--- src/pwm_map.svh ---
// Register offsets, field positions, reset values and event indices of the PWM block
`ifndef PWM_MAP_SVH
`define PWM_MAP_SVH

`define GLB_CTL 6'h00
`define GLB_SYNC 6'h04
`define GLB_ENABLE 6'h08
`define GLB_INVERT 6'h0C
`define GLB_FAULT 6'h10
`define GLB_INTEN 6'h14
`define GLB_STATUS 6'h20

`define GEN_CTL 6'h00
`define GEN_INTEN 6'h04
`define GEN_RIS 6'h08
`define GEN_LOAD 6'h10
`define GEN_COUNT 6'h14
`define GEN_CMPA 6'h18
`define GEN_CMPB 6'h1C
`define GEN_GENA 6'h20
`define GEN_GENB 6'h24
`define GEN_DBCTL 6'h28
`define GEN_DBRISE 6'h2C
`define GEN_DBFALL 6'h30

`define CTL_ENABLE 0
`define CTL_UPDOWN 1
`define CTL_SYNCUPD 2
`define CTL_DBGRUN 3
`define INTEN_TRIG_LSB 8

`define EV_ZERO 0
`define EV_LOAD 1
`define EV_AUP 2
`define EV_ADN 3
`define EV_BUP 4
`define EV_BDN 5

`define ACT_KEEP 2'h0
`define ACT_TOGGLE 2'h1
`define ACT_LOW 2'h2
`define ACT_HIGH 2'h3

`define RST_WORD16 16'h0000
`define RST_DELAY 12'h000

`endif

--- src/pwm_pkg.sv ---
// Types shared by the PWM block
package pwm_pkg;

	typedef struct packed {
		logic en;
		logic updown;
		logic sync_upd;
		logic dbg_run;
		logic [5:0] irq_sel;
		logic [5:0] trig_sel;
		logic [15:0] load_sh;
		logic [15:0] load;
		logic [15:0] cmpa_sh;
		logic [15:0] cmpa;
		logic [15:0] cmpb_sh;
		logic [15:0] cmpb;
		logic [11:0] gena;
		logic [11:0] genb;
		logic db_en;
		logic [11:0] rise;
		logic [11:0] fall;
		logic [15:0] cnt;
		logic dir;
		logic armed;
		logic pwm_a;
		logic pwm_b;
		logic db_prev;
		logic [11:0] rcnt;
		logic [11:0] fcnt;
		logic db0;
		logic db1;
		logic [5:0] ris;
		logic irq;
		logic trig;
	} gen_t;

	typedef struct packed {
		gen_t [2:0] g;
		logic [5:0] out_en;
		logic [5:0] inv;
		logic [5:0] fmask;
		logic fint_en;
		logic [5:0] pins;
		logic fault_irq;
		logic [31:0] rdata;
	} state_t;

	typedef struct packed {
		logic [7:0] addr;
		logic [31:0] wdata;
		logic wr;
		logic rd;
	} bus_req_t;

endpackage : pwm_pkg

--- src/pwm_top.sv ---
// Three-generator PWM block with dead band, event selectors and output control
//
// Contract
// - Three generators, each: 16-bit counter, two comparators, signal gen, dead band, selector.
// - Down mode counts load to zero, reloads, keeps counting down.
// - Up/down mode counts zero to load and back, continuously.
// - Direction low in down mode; follows count direction in up/down mode.
// - One-clock pulses at zero and at load; load pulse follows zero in down mode.
// - Comparator match pulses, qualified by direction into up and down matches.
// - Match value above load never matches.
// - Four events in down mode, six in up/down mode drive the outputs.
// - Matches coinciding with zero or load are ignored.
// - On coinciding matches, first output uses A only, second uses B only.
// - Per event and output: keep, toggle, drive low or drive high.
// - Dead band off passes both; on, first output delays input rising edge.
// - Dead band on, second output is inverted input, rise delayed after input fall.
// - Generator interrupt on any event of a selected set.
// - ADC trigger pulse on any event of a second selected set.
// - Interrupt and trigger use raw counter events, not dead-band edges.
// - Global control synchronously resets any chosen subset of counters.
// - Immediate mode: new load or compare value takes effect at next zero.
// - Sync mode: new values wait for global update, then next zero; per generator.
// - Per-output fault bit forces inactive under fault; fault may interrupt.
// - Debug stall: keep running or run to zero then stop; no interrupt.
// - Output stage: per-signal enable in one register, optional inversion.
//
// The placing of the registers and the strobed register port were left to the implementer.
`timescale 1ns/10ps
`include "pwm_map.svh"

module pwm_top (
	// Clock and reset
	input wire logic ref_clk,
	input wire logic rst,
	// Register port
	input wire pwm_pkg::bus_req_t bus,
	output logic [31:0] rdata,
	// External conditions
	input wire logic fault_in,
	input wire logic dbg_halt,
	// Pins and events
	output logic [5:0] pwm_pins,
	output logic [2:0] gen_irq,
	output logic [2:0] adc_trig,
	output logic fault_irq
);

	pwm_pkg::state_t s_ff;
	pwm_pkg::state_t nxt_s;
	logic [2:0] sync_rst;
	logic upd_req;
	logic [5:0] ev;
	logic [5:0] raw;
	logic z;
	logic l;
	logic am;
	logic bm;
	logic run;
	logic take;
	logic [15:0] nl;
	logic [1:0] gsel;
	logic [5:0] off;
	logic x;

	////////////////////////////////////////////////////////////////////////////
	// Helpers

	// Event code of one event from a 12-bit action register
	function automatic logic [1:0] code_of(input logic [11:0] act, input int idx);
		return act[2*idx +: 2];
	endfunction : code_of

	// Match only while the compare value lies inside the count range
	function automatic logic hit(input logic [15:0] cmp, input logic [15:0] ld,
		input logic [15:0] cnt);
		return cmp <= ld && cnt == cmp;
	endfunction : hit

	// First firing event wins: zero, load, own match, other match
	function automatic logic [1:0] pick(input logic [11:0] act, input logic [5:0] e,
		input logic b_side);
		logic [1:0] c;
		c = `ACT_KEEP;
		if (e[`EV_ZERO])
			c = code_of(act, `EV_ZERO);
		else if (e[`EV_LOAD])
			c = code_of(act, `EV_LOAD);
		else if (!b_side && (e[`EV_AUP] || e[`EV_ADN]))
			c = e[`EV_AUP] ? code_of(act, `EV_AUP) : code_of(act, `EV_ADN);
		else if (b_side && (e[`EV_BUP] || e[`EV_BDN]))
			c = e[`EV_BUP] ? code_of(act, `EV_BUP) : code_of(act, `EV_BDN);
		else if (e[`EV_AUP] || e[`EV_ADN])
			c = e[`EV_AUP] ? code_of(act, `EV_AUP) : code_of(act, `EV_ADN);
		else if (e[`EV_BUP] || e[`EV_BDN])
			c = e[`EV_BUP] ? code_of(act, `EV_BUP) : code_of(act, `EV_BDN);
		return c;
	endfunction : pick

	function automatic logic apply(input logic cur, input logic [1:0] c);
		logic v;
		v = cur;
		unique case (c)
			`ACT_KEEP: v = cur;
			`ACT_TOGGLE: v = ~cur;
			`ACT_LOW: v = 1'b0;
			`ACT_HIGH: v = 1'b1;
		endcase
		return v;
	endfunction : apply

	////////////////////////////////////////////////////////////////////////////
	// Next state

	always_comb
	begin
		nxt_s = s_ff;
		nxt_s.rdata = 32'h00000000;
		sync_rst = 3'h0;
		upd_req = 1'b0;
		ev = 6'h00;
		raw = 6'h00;
		z = 1'b0;
		l = 1'b0;
		am = 1'b0;
		bm = 1'b0;
		run = 1'b0;
		take = 1'b0;
		nl = `RST_WORD16;
		x = 1'b0;
		gsel = bus.addr[7:6];
		off = bus.addr[5:0];

		// Global registers
		if (gsel == 2'h0)
		begin
			if (bus.wr)
			begin
				unique case (off)
					`GLB_CTL: upd_req = bus.wdata[0];
					`GLB_SYNC: sync_rst = bus.wdata[2:0];
					`GLB_ENABLE: nxt_s.out_en = bus.wdata[5:0];
					`GLB_INVERT: nxt_s.inv = bus.wdata[5:0];
					`GLB_FAULT: nxt_s.fmask = bus.wdata[5:0];
					`GLB_INTEN: nxt_s.fint_en = bus.wdata[0];
					default: ;
				endcase
			end
			if (bus.rd)
			begin
				unique case (off)
					`GLB_ENABLE: nxt_s.rdata = {26'h0000000, s_ff.out_en};
					`GLB_INVERT: nxt_s.rdata = {26'h0000000, s_ff.inv};
					`GLB_FAULT: nxt_s.rdata = {26'h0000000, s_ff.fmask};
					`GLB_INTEN: nxt_s.rdata = {31'h00000000, s_ff.fint_en};
					`GLB_STATUS: nxt_s.rdata = {31'h00000000, fault_in};
					default: nxt_s.rdata = 32'h00000000;
				endcase
			end
		end

		for (int i = 0; i < 3; i++)
		begin
			// Load and compare writes land in shadow copies; other fields take effect directly
			if (bus.wr && gsel == 2'(i + 1))
			begin
				unique case (off)
					`GEN_CTL:
					begin
						nxt_s.g[i].en = bus.wdata[`CTL_ENABLE];
						nxt_s.g[i].updown = bus.wdata[`CTL_UPDOWN];
						nxt_s.g[i].sync_upd = bus.wdata[`CTL_SYNCUPD];
						nxt_s.g[i].dbg_run = bus.wdata[`CTL_DBGRUN];
					end
					`GEN_INTEN:
					begin
						nxt_s.g[i].irq_sel = bus.wdata[5:0];
						nxt_s.g[i].trig_sel = bus.wdata[`INTEN_TRIG_LSB +: 6];
					end
					`GEN_LOAD: nxt_s.g[i].load_sh = bus.wdata[15:0];
					`GEN_CMPA: nxt_s.g[i].cmpa_sh = bus.wdata[15:0];
					`GEN_CMPB: nxt_s.g[i].cmpb_sh = bus.wdata[15:0];
					`GEN_GENA: nxt_s.g[i].gena = bus.wdata[11:0];
					`GEN_GENB: nxt_s.g[i].genb = bus.wdata[11:0];
					`GEN_DBCTL: nxt_s.g[i].db_en = bus.wdata[0];
					`GEN_DBRISE: nxt_s.g[i].rise = bus.wdata[11:0];
					`GEN_DBFALL: nxt_s.g[i].fall = bus.wdata[11:0];
					default: ;
				endcase
			end
			if (bus.rd && gsel == 2'(i + 1))
			begin
				unique case (off)
					`GEN_CTL: nxt_s.rdata = {28'h0000000, s_ff.g[i].dbg_run,
						s_ff.g[i].sync_upd, s_ff.g[i].updown, s_ff.g[i].en};
					`GEN_INTEN: nxt_s.rdata = {18'h00000, s_ff.g[i].trig_sel,
						2'h0, s_ff.g[i].irq_sel};
					`GEN_RIS: nxt_s.rdata = {26'h0000000, s_ff.g[i].ris};
					`GEN_LOAD: nxt_s.rdata = {16'h0000, s_ff.g[i].load_sh};
					`GEN_COUNT: nxt_s.rdata = {16'h0000, s_ff.g[i].cnt};
					`GEN_CMPA: nxt_s.rdata = {16'h0000, s_ff.g[i].cmpa_sh};
					`GEN_CMPB: nxt_s.rdata = {16'h0000, s_ff.g[i].cmpb_sh};
					`GEN_GENA: nxt_s.rdata = {20'h00000, s_ff.g[i].gena};
					`GEN_GENB: nxt_s.rdata = {20'h00000, s_ff.g[i].genb};
					`GEN_DBCTL: nxt_s.rdata = {31'h00000000, s_ff.g[i].db_en};
					`GEN_DBRISE: nxt_s.rdata = {20'h00000, s_ff.g[i].rise};
					`GEN_DBFALL: nxt_s.rdata = {20'h00000, s_ff.g[i].fall};
					default: nxt_s.rdata = 32'h00000000;
				endcase
			end

			// Counter events
			z = s_ff.g[i].cnt == `RST_WORD16;
			l = s_ff.g[i].cnt == s_ff.g[i].load;
			am = hit(s_ff.g[i].cmpa, s_ff.g[i].load, s_ff.g[i].cnt);
			bm = hit(s_ff.g[i].cmpb, s_ff.g[i].load, s_ff.g[i].cnt);
			// Stall stops only once the count sits at zero
			run = s_ff.g[i].en && !(dbg_halt && !s_ff.g[i].dbg_run && z);
			ev = 6'h00;
			if (run)
			begin
				ev[`EV_ZERO] = z;
				ev[`EV_LOAD] = l;
				ev[`EV_AUP] = am && s_ff.g[i].dir && !(z || l);
				ev[`EV_ADN] = am && !s_ff.g[i].dir && !(z || l);
				ev[`EV_BUP] = bm && s_ff.g[i].dir && !(z || l);
				ev[`EV_BDN] = bm && !s_ff.g[i].dir && !(z || l);
			end

			// Parameter update at zero, gated by the armed flag in sync mode
			take = run && z && (!s_ff.g[i].sync_upd || s_ff.g[i].armed);
			nxt_s.g[i].armed = (upd_req && s_ff.g[i].sync_upd)
				|| (s_ff.g[i].armed && !take);
			nl = take ? s_ff.g[i].load_sh : s_ff.g[i].load;
			if (take)
			begin
				nxt_s.g[i].load = s_ff.g[i].load_sh;
				nxt_s.g[i].cmpa = s_ff.g[i].cmpa_sh;
				nxt_s.g[i].cmpb = s_ff.g[i].cmpb_sh;
			end

			// Counter
			if (sync_rst[i])
			begin
				nxt_s.g[i].cnt = `RST_WORD16;
				nxt_s.g[i].dir = s_ff.g[i].updown;
			end
			else if (run && !s_ff.g[i].updown)
			begin
				nxt_s.g[i].dir = 1'b0;
				nxt_s.g[i].cnt = z ? nl : s_ff.g[i].cnt - 16'h0001;
			end
			else if (run && s_ff.g[i].dir)
			begin
				if (s_ff.g[i].cnt >= nl)
				begin
					nxt_s.g[i].dir = 1'b0;
					nxt_s.g[i].cnt = z ? s_ff.g[i].cnt : s_ff.g[i].cnt - 16'h0001;
				end
				else
					nxt_s.g[i].cnt = s_ff.g[i].cnt + 16'h0001;
			end
			else if (run)
			begin
				if (z)
				begin
					nxt_s.g[i].dir = 1'b1;
					nxt_s.g[i].cnt = (nl != `RST_WORD16) ? 16'h0001 : `RST_WORD16;
				end
				else
					nxt_s.g[i].cnt = s_ff.g[i].cnt - 16'h0001;
			end

			// Signal generator
			nxt_s.g[i].pwm_a = apply(s_ff.g[i].pwm_a, pick(s_ff.g[i].gena, ev, 1'b0));
			nxt_s.g[i].pwm_b = apply(s_ff.g[i].pwm_b, pick(s_ff.g[i].genb, ev, 1'b1));

			// Selectors see raw events, never the dead-band edges
			nxt_s.g[i].ris = ev;
			nxt_s.g[i].irq = |(ev & s_ff.g[i].irq_sel);
			nxt_s.g[i].trig = |(ev & s_ff.g[i].trig_sel);

			// Dead band: either edge of the input reloads the pending delay
			x = s_ff.g[i].pwm_a;
			nxt_s.g[i].db_prev = x;
			if (!x)
			begin
				nxt_s.g[i].db0 = 1'b0;
				nxt_s.g[i].rcnt = `RST_DELAY;
			end
			else if (!s_ff.g[i].db_prev)
			begin
				nxt_s.g[i].rcnt = s_ff.g[i].rise;
				nxt_s.g[i].db0 = s_ff.g[i].rise == `RST_DELAY;
			end
			else if (s_ff.g[i].rcnt != `RST_DELAY)
			begin
				// Rise with the last count step, so a delay of n always gives n+1 clocks
				nxt_s.g[i].rcnt = s_ff.g[i].rcnt - 12'h001;
				nxt_s.g[i].db0 = s_ff.g[i].rcnt == 12'h001;
			end
			else
				nxt_s.g[i].db0 = 1'b1;
			if (x)
			begin
				nxt_s.g[i].db1 = 1'b0;
				nxt_s.g[i].fcnt = `RST_DELAY;
			end
			else if (s_ff.g[i].db_prev)
			begin
				nxt_s.g[i].fcnt = s_ff.g[i].fall;
				nxt_s.g[i].db1 = s_ff.g[i].fall == `RST_DELAY;
			end
			else if (s_ff.g[i].fcnt != `RST_DELAY)
			begin
				nxt_s.g[i].fcnt = s_ff.g[i].fcnt - 12'h001;
				nxt_s.g[i].db1 = s_ff.g[i].fcnt == 12'h001;
			end
			else
				nxt_s.g[i].db1 = 1'b1;

			raw[2*i] = s_ff.g[i].db_en ? s_ff.g[i].db0 : s_ff.g[i].pwm_a;
			raw[2*i+1] = s_ff.g[i].db_en ? s_ff.g[i].db1 : s_ff.g[i].pwm_b;
		end

		// Inactive is low before inversion, so an inverted pin idles high
		nxt_s.pins = (raw & s_ff.out_en & ~(s_ff.fmask & {6{fault_in}})) ^ s_ff.inv;
		nxt_s.fault_irq = fault_in && s_ff.fint_en;
	end

	////////////////////////////////////////////////////////////////////////////
	// State register

	always_ff @(posedge ref_clk or posedge rst)
	begin
		if (rst)
			s_ff <= '0;
		else
			s_ff <= nxt_s;
	end

	assign rdata = s_ff.rdata;
	assign pwm_pins = s_ff.pins;
	assign fault_irq = s_ff.fault_irq;
	assign gen_irq = {s_ff.g[2].irq, s_ff.g[1].irq, s_ff.g[0].irq};
	assign adc_trig = {s_ff.g[2].trig, s_ff.g[1].trig, s_ff.g[0].trig};

endmodule : pwm_top

--- config.mk ---
export PLATFORM = sky130hd
export DESIGN_NAME = pwm_top
export DESIGN_NICKNAME = d
export VERILOG_FILES = /design/src/pwm_pkg.sv /design/src/pwm_top.sv
export VERILOG_INCLUDE_DIRS = /design/src
export SDC_FILE = /design/constraint.sdc
export NUM_CORES = 2
export LEC_CHECK = 0
export BUFFER_PORTS_ARGS = -buffer_cell sky130_fd_sc_hd__buf_2
export CAP_MARGIN = 20
export CORE_MARGIN = 2
export CORE_UTILIZATION = 58
export DETAILED_ROUTE_END_ITERATION = 6
export PLACE_DENSITY = 0.78
export SETUP_SLACK_MARGIN = 0.02
export SLEW_MARGIN = 15
export SYNTH_ARGS = -nofsm -noshare
export SYNTH_HDL_FRONTEND = slang
export SYNTH_SLANG_ARGS = --single-unit
--- constraint.sdc ---
create_clock -name ref_clk -period 20.8 [get_ports ref_clk]
set_input_delay 3.12 -clock ref_clk [delete_from_list [all_inputs] [get_ports ref_clk]]
set_output_delay 3.12 -clock ref_clk [all_outputs]
set_load 0.01 [all_outputs]
==> impl_metrics.py <==
metrics = {
    "status": {
        "status": "finished with violations",
        "violations": "DRC",
    },
    "min_path": {
        "min_from": "s_ff[527]",
        "holdPathEnd": "s_ff[527]",
        "min_path_cells": 1,
        "hp-class": "flop to flop",
    },
    "critical_path": {
        "slowest_stage": "mux2i_1",
        "path_max_fanout": 52,
        "r2r_start": "s_ff[314]",
        "r2r_slack_ns": 13.77,
        "end_kind": "flop",
        "path_delay_family": "compound AO/OA/AOI/OAI gates",
        "r2r_end": "s_ff[323]",
        "path_buf_inv": 3,
        "slowest_delay_ns": 0.64,
        "start_kind": "input port",
        "crit_type": "input port to flop",
        "cp.arrival_ns": 8.46,
        "rr_worst_depth": 18,
        "cp_cell_sequence": "buf_2, nand2b_1, nand3_1, nor3_4, buf_4, mux2i_1, ha_1, and2_0, a221o_1, a221oi_1, o21a_1, o21a_2, nor2_1, o21ai_0, buf_4, o21ai_0, a32o_1",
        "crit_required_ns": 21.33,
    },
    "routing": {
        "drtIter0Drc": 5041,
        "vias_per_cell": 6.932,
        "wl_per_cell_microns": 26.40,
        "drc": 6,
        "dr_wl_met2_microns": 54970,
        "drtAntennaViolNets": 0,
        "wl_microns": 127900,
        "firstDrtPassIters": 7,
        "wl_met3_microns": 16430,
        "wl_met1_microns": 49940,
        "routed-via-count": 33565,
        "top_layer_used": "met5",
    },
    "floorplan": {
        "io_pins": 91,
        "core_sq_um": 67510,
        "dieArea_sq_um": 70550,
        "dieWidth_microns": 265.6,
        "fp-row-count": 95,
        "die_height_microns": 265.6,
        "initial_core_util_pct": 58.80,
    },
    "synthesis": {
        "syn-cell-area_sq_um": 39700,
        "synth.distinct_cells": 84,
        "synth_seq_cells": 690,
        "synth_ff_type": "dfrtp_1",
        "syn_inst": 4027,
        "ys.warnings.count": 0,
        "seq_area_frac_synth_pct": 43.49,
        "postSynthAreaPerCell_sq_um": 9.858,
        "async_flop_share_pct": 100.0,
        "synth_edf_count": 0,
    },
    "clocking": {
        "cts_tree": "yes",
        "cts.sinks": 690,
        "ctsLongestPathBuffers": 3,
        "clock_latency_ns": 0.65,
        "postCtsHoldBufs": 0,
        "cts_buffers": 77,
        "htreeDepth": 3,
        "clk_pin_slew_ns": 0.06,
        "cts_setup_buffers": 0,
        "cts_resized": 0,
        "ctsRootBufferMaster": "clkbuf_16",
    },
    "finish": {
        "final_cell_area_sq_um": 42810,
        "drive_gt1_share_pct": 16.21,
        "nNetsFinal": 4117,
        "syn2layout_area_growth_pct": 7.835,
    },
    "placed_design": {
        "placed_area_sq_um": 40230,
        "place_hpwl_microns": 86970,
        "place_ws_ns": 12.45,
        "globalplace.congestion": 0.9818,
        "port_buffers": 58,
    },
    "timing": {
        "finalSetupTns_ns": 0,
        "clock_skew_ns": 0.03053,
        "fmax_ghz": 0.1261,
        "min_period_over_period_pct": 38.12,
        "finalMaxSlewViolations": 0,
        "maxSlewHeadroom_pct": 24.40,
        "layout_setup_ws_ns": 12.87,
        "final-hold-violation-count": 0,
        "min_period_ns": 7.930,
        "finalSetupViolations": 0,
        "tightest_slew_ns": 1.134,
        "grt_setup_unrepaired": "false",
    },
    "global_route": {
        "grt_pass1_vias": 32369,
        "antenna_found_initial": 14,
        "grt_max_degree": 177,
        "grt_overflow": 0,
        "grt_pass1_wl_microns": 195900,
        "gr-usage-all-layers_pct": 36.19,
    },
    "power_and_ir_drop": {
        "pwr_density_cell_nw_per_um2": 91.56,
        "leakage_uw": 0.02057,
        "peakVddDrop_mv": 0.08165,
        "power_uw": 3919,
    },
    "run": {
        "maxCapViolCount": 0,
    },
}
cell type report:
class                   instances  area, sq um
diodes                          3        7.507
clock buffers                 112         2271
clock inverters                21        281.5
fillers                      5360        24710
inverters                     145        548.0
multi-input cells            2891        20650
flip-flops and latches        690        17270
well taps                     873         1092
repair buffers                107        690.7
cells in the final DEF, fill, tap and decap left out, drive strengths merged, types with 44 or more instances in the layout:
cell type and count:
a211oi 45, a21oi 177, a221oi 63, a22oi 100, and3 44, buf 107
clkbuf 112, dfrtp 690, ha 159, inv 145, mux2 371, mux2i 76
nand2 481, nand3 81, nand4 73, nor2 227, nor3 78, nor4 74
o21ai 120, xnor2 128, xor2 123
metal layers:
layer	global-route usage (%)	vias up
met5	0	-
met2	53.00	2225
met3	11.22	481
met4	16.00	18
li1	-	14351
met1	49.54	16490
per-stage QoR:
step	utilization (%)	hold WS, ns	instances
final	63.41	0.4952	4842
after global routing	63.40	0.5235	4839
after CTS	63.37	0.4944	4838
after detailed placement	59.59	0.4773	4705
after global placement	59.58	0.4741	4705
after floorplan	-	0.3926	4042
Yosys cell counts (13+ instances only):
cell | number | area [sq um]
o22ai_1 | 20 | 125.1
a221o_1 | 14 | 140.1
nand3_1 | 81 | 405.4
buf_2 | 16 | 80.08
clkbuf_1 | 226 | 848.3
ha_1 | 159 | 1989
o211ai_1 | 19 | 142.6
a21o_1 | 23 | 172.7
and2_1 | 14 | 87.58
nand4_1 | 73 | 456.7
inv_1 | 143 | 536.8
or2_2 | 17 | 106.4
dfrtp_1 | 690 | 17270
nor3_1 | 77 | 385.4
mux2i_1 | 76 | 760.7
buf_1 | 28 | 105.1
nand2_1 | 481 | 1805
a222oi_1 | 39 | 390.4
a211oi_1 | 45 | 337.8
nor4_1 | 73 | 456.7
a22o_1 | 25 | 219.0
nor2b_1 | 13 | 81.33
a22oi_1 | 100 | 750.7
xor2_1 | 123 | 1077
o2111ai_1 | 14 | 122.6
o31ai_1 | 22 | 165.2
or4_1 | 23 | 172.7
a21oi_1 | 176 | 880.8
o21ai_0 | 119 | 595.6
nand2b_1 | 24 | 150.1
a31oi_1 | 26 | 162.7
nor2_1 | 226 | 848.3
or3_1 | 32 | 200.2
a221oi_1 | 63 | 551.8
buf_4 | 45 | 337.8
mux2_2 | 371 | 4178
and3_1 | 44 | 275.3
xnor2_1 | 128 | 1121
worst max path at each step:
stage	depth (start not counted)	startpoint	slack [ns]	end
final	17	dbg_halt	12.87	s_ff[323]
after global placement	17	dbg_halt	12.48	s_ff[323]
after floorplan	1	rst	8.24	adc_trig[0]
after CTS	17	dbg_halt	13.08	s_ff[323]
after detailed placement	17	dbg_halt	12.45	s_ff[323]
after global routing	17	dbg_halt	12.66	s_ff[323]
cell families (layout without fill, tap and decap cells):
| logic type | Yosys count | count (layout) | synth area share (%) |
|---|---|---|---|
| simple gates | 1225 | 1225 | 14.71 |
| compound gates | 792 | 792 | 13.89 |
| flops | 690 | 690 | 43.49 |
| buf+inv | 461 | 385 | 4.854 |
| mux | 448 | 448 | 12.50 |
| xor+xnor | 251 | 251 | 5.538 |
| fa+ha+maj | 159 | 159 | 5.011 |
| other cells | 1 | 19 | 0.009446 |
flip-flops by register name, summed over array words and instances, names as in the netlist:
register,flops
x,1
s_ff,658
fault_irq,1
rdata,16
pwm_pins,6
gen_irq,3
adc_trig,3
nxt_s,2
power breakdown:
part | internal, uW | switching [uW] | leakage, uW
registers | 1450 | 270 | 0.00928
clock network | 811 | 578 | 0.00126
logic | 358 | 455 | 0.0100
(Power assumes the default switching activity.)
